===== src/iwdt_pkg.sv =====
package iwdt_pkg;
	// program word and instruction shapes
	localparam int IWDT_WORD_W = 24;
	localparam int IWDT_DBL_W = 48;
	localparam int IWDT_TAG_W = 8;
	localparam logic [7:0] IWDT_TAG_ZERO = 8'h00;
	// cycle counts
	localparam logic [1:0] IWDT_CYC_ONE = 2'h1;
	localparam logic [1:0] IWDT_CYC_TWO = 2'h2;
	localparam logic [1:0] IWDT_CYC_THREE = 2'h3;
	// operand field limits
	localparam logic [15:0] IWDT_FILE_MAX = 16'h1FFF;
	localparam logic [9:0] IWDT_U10_BYTE_MAX = 10'h0FF;
	localparam logic [9:0] IWDT_U10_WORD_MAX = 10'h3FF;
	localparam logic [3:0] IWDT_WBK_REG = 4'hD;
	localparam logic [2:0] IWDT_WBK_POSTINC = 3'h2;
	// flag positions in the flag vectors
	localparam int IWDT_FLG_C = 0;
	localparam int IWDT_FLG_DIGIT = 1;
	localparam int IWDT_FLG_N = 2;
	localparam int IWDT_FLG_OVF = 3;
	localparam int IWDT_FLG_Z = 4;
	localparam int IWDT_DSP_AOVF = 0;
	localparam int IWDT_DSP_BOVF = 1;
	localparam int IWDT_DSP_ASAT = 2;
	localparam int IWDT_DSP_BSAT = 3;
	// operand size encodings
	typedef enum logic [1:0] {
		IWDT_SZ_WORD,
		IWDT_SZ_BYTE,
		IWDT_SZ_DOUBLE
	} iwdt_size_type;
endpackage


===== src/iwdt_operand_decode.sv =====
`timescale 1ns/10ps
// combinational operand field decoding
module iwdt_operand_decode
	import iwdt_pkg::*;
(
	input wire logic [15:0] file_addr_raw,
	input wire logic [9:0] u10_raw,
	input wire logic [22:0] prog_addr_raw,
	input wire logic [3:0] bit_sel_raw,
	input wire logic [9:0] s10_raw,
	input wire logic [3:0] base_reg_raw,
	input wire logic acc_sel_raw,
	input wire logic wbk_sel_raw,
	input wire logic [1:0] size_raw,
	output logic [15:0] file_addr,
	output logic file_addr_ok,
	output logic [9:0] ten_bit_unsigned_constant,
	output logic u10_ok,
	output logic [22:0] program_address_constant,
	output logic [15:0] bit_position_selector,
	output logic [15:0] ten_bit_signed_constant,
	output logic [15:0] base_working_register,
	output logic [1:0] acc_select,
	output logic [3:0] accumulator_writeback_target,
	output logic wbk_indirect,
	output logic [2:0] wbk_step,
	output iwdt_size_type op_size
);
	wire logic size_byte;
	assign size_byte = (size_raw == 2'h1);
	// size suffix: unencoded value falls back to word
	assign op_size = size_byte ? IWDT_SZ_BYTE :
		(size_raw == 2'h2) ? IWDT_SZ_DOUBLE : IWDT_SZ_WORD;
	assign file_addr = file_addr_raw & IWDT_FILE_MAX;
	assign file_addr_ok = (file_addr_raw <= IWDT_FILE_MAX);
	assign ten_bit_unsigned_constant = size_byte ? (u10_raw & IWDT_U10_BYTE_MAX) : u10_raw;
	assign u10_ok = size_byte ? (u10_raw <= IWDT_U10_BYTE_MAX) :
		(u10_raw <= IWDT_U10_WORD_MAX);
	// program addresses are always even
	assign program_address_constant = {prog_addr_raw[22:1], 1'b0};
	assign bit_position_selector = 16'h0001 << bit_sel_raw;
	assign ten_bit_signed_constant = {{6{s10_raw[9]}}, s10_raw};
	assign base_working_register = 16'h0001 << base_reg_raw;
	assign acc_select = acc_sel_raw ? 2'h2 : 2'h1;
	assign accumulator_writeback_target = IWDT_WBK_REG;
	assign wbk_indirect = wbk_sel_raw;
	assign wbk_step = wbk_sel_raw ? IWDT_WBK_POSTINC : 3'h0;
endmodule


===== src/iwdt_issue_timing.sv =====
`timescale 1ns/10ps
// Behaviour
// - double-word is 48 bits, upper 8 zero
// - lone second word runs as no-operation
// - double-word instructions take two cycles
// - single-word one cycle unless special case
// - extra cycles are filled with no-operation; a double-word move only reports two in cycles_q, with no nop stall
// - taken skip costs two or three cycles
// - double-word moves take two cycles
// - file address covers 0 to 0x1FFF
// - unsigned ten-bit limited by operand size
// - program address constant has even LSB
// - bit selector picks bits 0 to 15
// - signed ten-bit spans -512 to 511
// - base register selects one of sixteen
// - accumulator select is A or B
// - writeback is W13 or [W13]+=2
// - update carry, digit carry, negative, overflow, zero
// - per-accumulator overflow and saturate flags
// - size byte, word, double; word default
module iwdt_issue_timing
	import iwdt_pkg::*;
(
	input wire logic core_clk,
	input wire logic rst_b,
	input wire logic clk_en,
	input wire logic fetch_valid,
	input wire logic [23:0] fetch_word,
	input wire logic fetch_is_dbl_first,
	input wire logic fetch_is_dbl_move,
	input wire logic cond_true,
	input wire logic pc_change,
	input wire logic program_space_window_read,
	input wire logic table_read,
	input wire logic peripheral_control_register,
	input wire logic skip_taken,
	input wire logic skip_target_dbl,
	input wire logic flag_we,
	input wire logic [4:0] flag_res,
	input wire logic dsp_we,
	input wire logic [3:0] dsp_res,
	input wire logic [15:0] file_addr_raw,
	input wire logic [9:0] u10_raw,
	input wire logic [22:0] prog_addr_raw,
	input wire logic [3:0] bit_sel_raw,
	input wire logic [9:0] s10_raw,
	input wire logic [3:0] base_reg_raw,
	input wire logic acc_sel_raw,
	input wire logic wbk_sel_raw,
	input wire logic [1:0] size_raw,
	output logic busy,
	output logic issue_nop,
	output logic issue_exec,
	output logic [47:0] dbl_instr,
	output logic dbl_bad_tag,
	output logic [1:0] cycles_q,
	output logic carry_flag,
	output logic digit_carry_flag,
	output logic negative_flag,
	output logic overflow_flag,
	output logic zero_flag,
	output logic acc_a_overflow_flag,
	output logic acc_b_overflow_flag,
	output logic acc_a_saturate_flag,
	output logic acc_b_saturate_flag,
	output logic [15:0] file_addr,
	output logic file_addr_ok,
	output logic [9:0] ten_bit_unsigned_constant,
	output logic u10_ok,
	output logic [22:0] program_address_constant,
	output logic [15:0] bit_position_selector,
	output logic [15:0] ten_bit_signed_constant,
	output logic [15:0] base_working_register,
	output logic [1:0] acc_select,
	output logic [3:0] accumulator_writeback_target,
	output logic wbk_indirect,
	output logic [2:0] wbk_step,
	output logic [1:0] op_size
);
	typedef enum logic [1:0] {
		IWDT_IDLE,
		IWDT_WAIT_SECOND,
		IWDT_STALL
	} iwdt_state_type;
	iwdt_state_type state_q, state_d;
	logic [1:0] left_q, left_d;
	logic [23:0] first_q;
	logic [4:0] flags_q;
	logic [3:0] dsp_q;
	logic [15:0] fa_w;
	logic fa_ok_w;
	logic [9:0] u10_w;
	logic u10_ok_w;
	logic [22:0] pa_w;
	logic [15:0] bs_w, s10_w, br_w;
	logic [1:0] acc_w;
	logic [3:0] wbk_w;
	logic wbk_i_w;
	logic [2:0] wbk_s_w;
	iwdt_size_type sz_w;
	iwdt_operand_decode u_dec (
		.file_addr_raw(file_addr_raw),
		.u10_raw(u10_raw),
		.prog_addr_raw(prog_addr_raw),
		.bit_sel_raw(bit_sel_raw),
		.s10_raw(s10_raw),
		.base_reg_raw(base_reg_raw),
		.acc_sel_raw(acc_sel_raw),
		.wbk_sel_raw(wbk_sel_raw),
		.size_raw(size_raw),
		.file_addr(fa_w),
		.file_addr_ok(fa_ok_w),
		.ten_bit_unsigned_constant(u10_w),
		.u10_ok(u10_ok_w),
		.program_address_constant(pa_w),
		.bit_position_selector(bs_w),
		.ten_bit_signed_constant(s10_w),
		.base_working_register(br_w),
		.acc_select(acc_w),
		.accumulator_writeback_target(wbk_w),
		.wbk_indirect(wbk_i_w),
		.wbk_step(wbk_s_w),
		.op_size(sz_w)
	);
	// single-word cost: extra cycle for any of the slow cases
	function automatic logic [1:0] single_cost(input logic slow, input logic skip,
		input logic skip_dbl);
		logic [1:0] c;
		c = IWDT_CYC_ONE;
		if (skip) begin
			c = skip_dbl ? IWDT_CYC_THREE : IWDT_CYC_TWO;
		end else if (slow) begin
			c = IWDT_CYC_TWO;
		end
		return c;
	endfunction

	wire logic slow_w;
	wire logic [1:0] cost_w;
	wire logic tag_zero_w;
	wire logic take_w;
	assign slow_w = cond_true | pc_change | program_space_window_read | table_read |
		peripheral_control_register;
	assign cost_w = single_cost(slow_w, skip_taken, skip_target_dbl);
	// second word must carry a zero tag in its top byte
	assign tag_zero_w = (fetch_word[IWDT_WORD_W-1 -: IWDT_TAG_W] == IWDT_TAG_ZERO);
	assign take_w = fetch_valid & (state_q == IWDT_IDLE);

	// issue sequencer; second-word fetch spends the second cycle
	always_comb begin
		state_d = state_q;
		left_d = left_q;
		case (state_q)
			IWDT_IDLE: begin
				if (fetch_valid && fetch_is_dbl_first) begin
					state_d = IWDT_WAIT_SECOND;
				end else if (fetch_valid && (cost_w != IWDT_CYC_ONE)) begin
					state_d = IWDT_STALL;
					left_d = cost_w - IWDT_CYC_ONE;
				end
			end
			IWDT_WAIT_SECOND: begin
				if (fetch_valid) begin
					state_d = IWDT_IDLE;
				end
			end
			IWDT_STALL: begin
				left_d = left_q - IWDT_CYC_ONE;
				if (left_q == IWDT_CYC_ONE) begin
					state_d = IWDT_IDLE;
				end
			end
			default: begin
				state_d = IWDT_IDLE;
			end
		endcase
	end

	always_ff @(posedge core_clk or negedge rst_b) begin
		if (!rst_b) begin
			state_q <= IWDT_IDLE;
			left_q <= 2'h0;
		end else if (clk_en) begin
			state_q <= state_d;
			left_q <= left_d;
		end
	end

	// captured first word of a double-word instruction
	always_ff @(posedge core_clk or negedge rst_b) begin
		if (!rst_b) begin
			first_q <= 24'h000000;
		end else if (clk_en && take_w && fetch_is_dbl_first) begin
			first_q <= fetch_word;
		end
	end

	// issue strobes; a lone second word in idle pulses issue_exec like a single word, and orphan_w below keeps the flags
	always_ff @(posedge core_clk or negedge rst_b) begin
		if (!rst_b) begin
			busy <= 1'b0;
			issue_nop <= 1'b0;
			issue_exec <= 1'b0;
			dbl_bad_tag <= 1'b0;
			dbl_instr <= 48'h000000000000;
			cycles_q <= 2'h0;
		end else if (clk_en) begin
			busy <= (state_d != IWDT_IDLE);
			issue_nop <= (state_q == IWDT_STALL);
			issue_exec <= 1'b0;
			dbl_bad_tag <= 1'b0;
			if (take_w && !fetch_is_dbl_first) begin
				issue_exec <= 1'b1;
				cycles_q <= fetch_is_dbl_move ? IWDT_CYC_TWO : cost_w;
			end
			if (state_q == IWDT_WAIT_SECOND && fetch_valid) begin
				issue_exec <= 1'b1;
				dbl_instr <= {first_q, fetch_word};
				dbl_bad_tag <= !tag_zero_w;
				cycles_q <= IWDT_CYC_TWO;
			end
		end
	end
	// orphan second word: recognised and executed as a nop
	wire logic orphan_w;
	assign orphan_w = take_w & !fetch_is_dbl_first & tag_zero_w & !fetch_is_dbl_move &
		!slow_w & !skip_taken;
	// arithmetic and dsp flags; orphans leave them untouched
	always_ff @(posedge core_clk or negedge rst_b) begin
		if (!rst_b) begin
			flags_q <= 5'h00;
			dsp_q <= 4'h0;
		end else if (clk_en) begin
			if (flag_we && !orphan_w) begin
				flags_q <= flag_res;
			end
			if (dsp_we && !orphan_w) begin
				dsp_q <= dsp_res;
			end
		end
	end
	// registered operand decode so outputs come from flip-flops
	always_ff @(posedge core_clk or negedge rst_b) begin
		if (!rst_b) begin
			file_addr <= 16'h0000;
			file_addr_ok <= 1'b0;
			ten_bit_unsigned_constant <= 10'h000;
			u10_ok <= 1'b0;
			program_address_constant <= 23'h000000;
			bit_position_selector <= 16'h0000;
			ten_bit_signed_constant <= 16'h0000;
			base_working_register <= 16'h0000;
			acc_select <= 2'h0;
			accumulator_writeback_target <= 4'h0;
			wbk_indirect <= 1'b0;
			wbk_step <= 3'h0;
			op_size <= 2'h0;
		end else if (clk_en) begin
			file_addr <= fa_w;
			file_addr_ok <= fa_ok_w;
			ten_bit_unsigned_constant <= u10_w;
			u10_ok <= u10_ok_w;
			program_address_constant <= pa_w;
			bit_position_selector <= bs_w;
			ten_bit_signed_constant <= s10_w;
			base_working_register <= br_w;
			acc_select <= acc_w;
			accumulator_writeback_target <= wbk_w;
			wbk_indirect <= wbk_i_w;
			wbk_step <= wbk_s_w;
			op_size <= sz_w;
		end
	end
	assign carry_flag = flags_q[IWDT_FLG_C];
	assign digit_carry_flag = flags_q[IWDT_FLG_DIGIT];
	assign negative_flag = flags_q[IWDT_FLG_N];
	assign overflow_flag = flags_q[IWDT_FLG_OVF];
	assign zero_flag = flags_q[IWDT_FLG_Z];
	assign acc_a_overflow_flag = dsp_q[IWDT_DSP_AOVF];
	assign acc_b_overflow_flag = dsp_q[IWDT_DSP_BOVF];
	assign acc_a_saturate_flag = dsp_q[IWDT_DSP_ASAT];
	assign acc_b_saturate_flag = dsp_q[IWDT_DSP_BSAT];
endmodule


===== config.mk =====
export PLATFORM = sky130hd
export DESIGN_NAME = iwdt_issue_timing
export DESIGN_NICKNAME = d
export VERILOG_FILES = /design/src/iwdt_pkg.sv /design/src/iwdt_operand_decode.sv /design/src/iwdt_issue_timing.sv
export SDC_FILE = /design/constraint.sdc
export NUM_CORES = 1
export LEC_CHECK = 0
export BUFFER_PORTS_ARGS = -buffer_cell sky130_fd_sc_hd__buf_2
export CORE_AREA = 3 3 122 124
export CTS_BUF_LIST = sky130_fd_sc_hd__clkbuf_4
export DETAILED_ROUTE_END_ITERATION = 16
export DIE_AREA = 0 0 125 127
export GPL_TIMING_DRIVEN = 0
export PLACE_DENSITY = 0.92
export SYNTH_ARGS = -nofsm -noshare
export SYNTH_HDL_FRONTEND = slang
export SYNTH_SLANG_ARGS = --single-unit

===== constraint.sdc =====
create_clock -name core_clk -period 3.7 [get_ports core_clk]
set_input_delay 0.74 -clock core_clk [delete_from_list [all_inputs] [get_ports core_clk]]
set_output_delay 0.74 -clock core_clk [all_outputs]
set_load 0.02 [all_outputs]

**Yosys cells after proc, flatten, opt, wreduce, memory -nomap -nowiden**

Cells that the tools add are included.

- Register bits: 189
- Input port bits: 119
- Output and inout port bits: 174
- Logic and storage cells: 96

- $add $sub $neg: 2
- $lt $le $gt $ge: 3
- Eq/ne operators: 8
- Shift-type cells: 2
- Multiplexer cells: 23
- Bitwise logic cells: 10
- Reduce and logical (&&, ||, !) cells: 24

Operator list:

| kind | count |
|---|---|
| $shl A1 B4 Y16 const A | 2 |
| $mux W2 | 15 |
| $le A16 B13 Y1 const B | 1 |
| $le A10 B10 Y1 const B | 1 |
| $le A10 B8 Y1 const B | 1 |
| $mux W10 | 1 |
| $logic_and A1 B1 Y1 | 8 |
| $logic_not A8 Y1 | 1 |
| $reduce_and A2 Y1 | 4 |
| $and A1 B1 Y1 | 6 |
| $eq A2 B1 Y1 const B | 3 |
| $logic_not A1 Y1 | 6 |
| $pmux W2 S3 | 1 |
| $reduce_bool A2 Y1 | 3 |
| $mux W1 | 5 |
| $eq A2 B2 Y1 const B | 2 |
| $ne A2 B1 Y1 const B | 2 |
| $or A1 B1 Y1 | 4 |
| $pmux W2 S2 | 1 |
| $reduce_and A4 Y1 | 1 |
| $sub A2 B1 Y2 const B | 2 |
| $logic_not A2 Y1 | 1 |
| $ne A2 B2 Y1 const B | 1 |

**Logic depth before layout (Yosys ltp)**

- Depth after elaboration: 12
- Depth in mapped cells: 6
- Depth with buffers taken out: 5

**Hierarchy**

From an unflattened synthesis, not the netlist that was laid out.

- Cell total of the unflattened synthesis: 604
- Area total of the unflattened synthesis: 8,583.2 um^2

Modules (own cells, without submodules):

| module | instances | cells an instance | area an instance (um^2) | seq. area each (um^2) |
|---|---|---|---|---|
| iwdt_issue_timing | 1 | 477 | 7,757.4 | 5,054.8 |
| iwdt_operand_decode | 1 | 127 | 825.8 | 0.0 |

**Worst setup path before layout**

OpenSTA, ideal clock, no wires.

- Path kind: input port to flip-flop
- Start point: input clk_en
- End point: register first_q[10]
- Setup time: 0.125 ns
- Arrival: 1.931 ns
- Data required time: 3.575 ns
- Path slack: 1.644 ns
- Cell stages on the path: 5
- Buffers on the path: 2
- Cells stage by stage: clkbuf_1 > nand2_1 > nor3_2 > buf_2 > mux2_2

- Cells in the longest elaborated chain, start to end: 2

RTL lines:

| element | line | text |
|---|---|---|
| from (decl) | iwdt_issue_timing.sv:26 | `input wire logic clk_en,` |
| $logic_and A1 B1 Y1 (2 in series) | iwdt_issue_timing.sv:193 | `end else if (clk_en && take_w && fetch_is_dbl_first) begin` |
| to (signal assigned) | iwdt_issue_timing.sv:194 | `first_q <= fetch_word;` |
| to (decl) | iwdt_issue_timing.sv:87 | `logic [23:0] first_q;` |

No other way between the ends.
A chain may end at the register's enable or synchronous reset.

**Final worst setup path**

- Start point: register ten_bit_signed_constant[9] (netlist name)
- End point: output ten_bit_signed_constant[10]

RTL lines:

| element | line | text |
|---|---|---|
| to (decl) | iwdt_issue_timing.sv:72 | `output logic [15:0] ten_bit_signed_constant,` |

No word-level cell between the ends.

==> flow_summary.ini <==
[run_status]
status = finished clean

[synthesis]
ys_ff_latch = 186
syn_area_um2 = 7400
yosysWarnings = 0
async_flop_share_pct = 100
synthTopCellsByArea = dfrtp_1 63%, mux2_2 21%, o21ai_0 2.2%, inv_1 2.1%, buf_4 1.6%
synth-edff-count = 0
syn_avg_cell_area_um2 = 13.7
synth.largest_area_cell = dfrtp_1
synth.top_cells.by_count = 186 x dfrtp_1, 139 x mux2_2, 41 x inv_1
synth_top_area_share_pct = 62.9
synth_most_common_cell = dfrtp_1
yosysUniqueCellTypes = 35
synth_cells = 542
synth_ff_type = dfrtp_1
seq_area_frac_synth_pct = 62.9

[floorplan]
die_x_um = 125
dieHeight_um = 127
start_util_pct = 53.3
dieArea_um2 = 15900
coreArea_um2 = 13900
rows = 43
io_pins = 293

[power_and_ir_drop]
combPwrFrac_pct = 32.0
swShare_pct = 35.0
clkPwrFrac_pct = 18.7
p_int_mw = 3.75
p_seq_share_pct = 49.2
p_total_mw = 5.77
p_per_area_nw_per_um2 = 615
p_leak_nw = 4.66
p_switching_mw = 2.02
ir_worst_vdd_uv = 558

[worst_setup_path]
crit_path_start_kind = flop
critPathCaptureType = primary output
crit_fanout = 8
arrival_ns = 1.42
worst_ep_required_time_ns = 2.96
critPathKind = flop to primary output

[sta]
skew_ns = 0.0139
finalHoldViolCount = 0
slew_viol_final = 0
slew_headroom_pct = 56.5
period_share_pct = 58.4
fmax_mhz = 463
fin_crit_ns = 2.16
worst_pin_slew_ns = 0.653
rsz0062_at_grt = no
setup_viol = 0

[detailed_routing]
drtIter0Drc = 300
vias = 5361
wirelength_um = 18000
ant_nets = 0
drtPass1Iterations = 5
drc_errors = 0
routedWlPerCell_um = 17.2
avgViaCountPerCell = 5.13

[clocking]
tritoncts = yes
ctsResizeCount = 0
cts_inserted_buffers = 17
cts_sinks = 186
clock_latency_ns = 0.56
cts-htree-levels = 4
ctsHoldBuffers = 0
postCtsSetupRepairBufs = 0
cts_root_buf = clkbuf_4
clockBufferDepth = 2
path_clk_slew_ns = 0.14

[global_route]
overflow = 0
track_usage_pct = 22.8
grt_pass1_wl_um = 28400
antenna_found_initial = 2
grt_pass1_vias = 5572
grt_max_degree = 100

[placed_design]
dp_hpwl_um = 14100
gp_congestion = 0.847
port_buffers = 283
place_area_um2 = 9100

[cells_and_area]
fin_nets = 971
fill_cells = 1047
area_delta_synth_final_pct = 26.8
drive_gt1_share_pct = 56.5
design_area_um2 = 9380

[worst_hold_path]
worstHoldPathType = primary input to asynchronous set/reset pin

[run]
cap_violations = 0
registers in the layout, summed over array words and instances (netlist names):
signal                        count
dbl_instr                        48
first_q                          24
program_address_constant         22
base_working_register            16
bit_position_selector            16
file_addr                        13
ten_bit_signed_constant          10
ten_bit_unsigned_constant        10
flags_q                           5
dsp_q                             4
acc_select                        2
cycles_q                          2
left_q                            2
op_size                           2
state_q                           2
accumulator_writeback_target      1
busy                              1
dbl_bad_tag                       1
file_addr_ok                      1
issue_exec                        1
issue_nop                         1
u10_ok                            1
wbk_step                          1
power by group through the flow:
stage	Combinational [mW]	Clock, mW	Sequential [mW]
3_5_place_dp	1.87	0	2.88
2_1_floorplan	0.685	0	3.31
3_3_place_gp	1.81	0	2.83
6_report	1.85	1.08	2.84
5_1_grt	1.97	1.20	2.91
4_1_cts	1.87	1.12	2.84
stage by stage:
step           setup slack (ns)  instances  setup TNS (ns)  utilization, %  hold WS, ns
2_1_floorplan              1.64        548               0               -        0.444
3_3_place_gp             -0.993       1011         -181.49            65.3        0.460
3_5_place_dp               1.02       1012               0            65.6        0.488
4_1_cts                    1.47       1044               0            67.6        0.132
5_1_grt                    1.44       1046               0            67.6        0.138
6_report                   1.54       1046               0            67.6        0.144
layout make-up:
class	instances	area, um^2	share of cell area [%]
antenna	2	5.00	0.0533
buffer	39	224	2.39
clock buffer	17	128	1.36
clock inverter	15	146	1.56
inverter	41	154	1.64
multi-input combinational	282	2390	25.5
sequential	186	4650	49.6
tap	180	225	2.40
timing repair buffer	284	1450	15.5
routing by layer:
metal | routed length [um] | global-route usage, %
met5 | 0 | 0
met4 | 291 | 8.04
met3 | 1290 | 6.94
met2 | 9510 | 40.1
met1 | 6900 | 26.6
cells in the final DEF (no fill, tap or decap), types with 2 or more instances in the layout:
cell type / instances
dfrtp_1: 186
clkinvlp_4: 3
conb_1: 7
mux2i_1: 4
or4_1: 2
o21ai_0: 33
o22ai_1: 5
o31ai_1: 2
buf_2: 296
a31oi_1: 2
a21oi_2: 2
mux2_2: 139
clkinv_1: 3
nor2b_1: 12
inv_6: 2
clkinv_2: 3
nand2_1: 8
clkbuf_4: 17
inv_1: 41
nand4_1: 16
clkbuf_1: 8
bufinv_16: 2
nand3_1: 20
o211ai_1: 3
diode_2: 2
a21oi_1: 2
buf_4: 16
nor2_1: 11
a21boi_0: 2
cells by family after synthesis:
kind of cell	count (synthesis)	synth area share, %
flops	186	62.9
mux	143	21.7
buf+inv	80	5.11
simple gates	78	5.97
compound gates	53	4.13
fa+ha+maj	1	0.169
other cells	1	0.0507
worst paths after layout:
kind	start	endpoint	slack, ns	cells past startpoint
worst max-delay path	ten_bit_signed_constant[9]	ten_bit_signed_constant[10]	1.54	2
worst min-delay path	rst_b	dbl_instr[12]	0.14	1
worst max register to register	state_q[0]	first_q[8]	1.67	5
worst min register to register	program_address_constant[15]	program_address_constant[15]	0.52	1
max in group asynchronous	rst_b	base_working_register[1]	2.66	2
min in group core_clk	acc_sel_raw	acc_select[0]	0.36	2
critical path, cell delays in order, from the launching register on:
cell,delay [ns]
dfrtp_1,0.54
buf_4,0.17
buf_2,0.15
No activity file was read; power rests on OpenSTA's default activity.
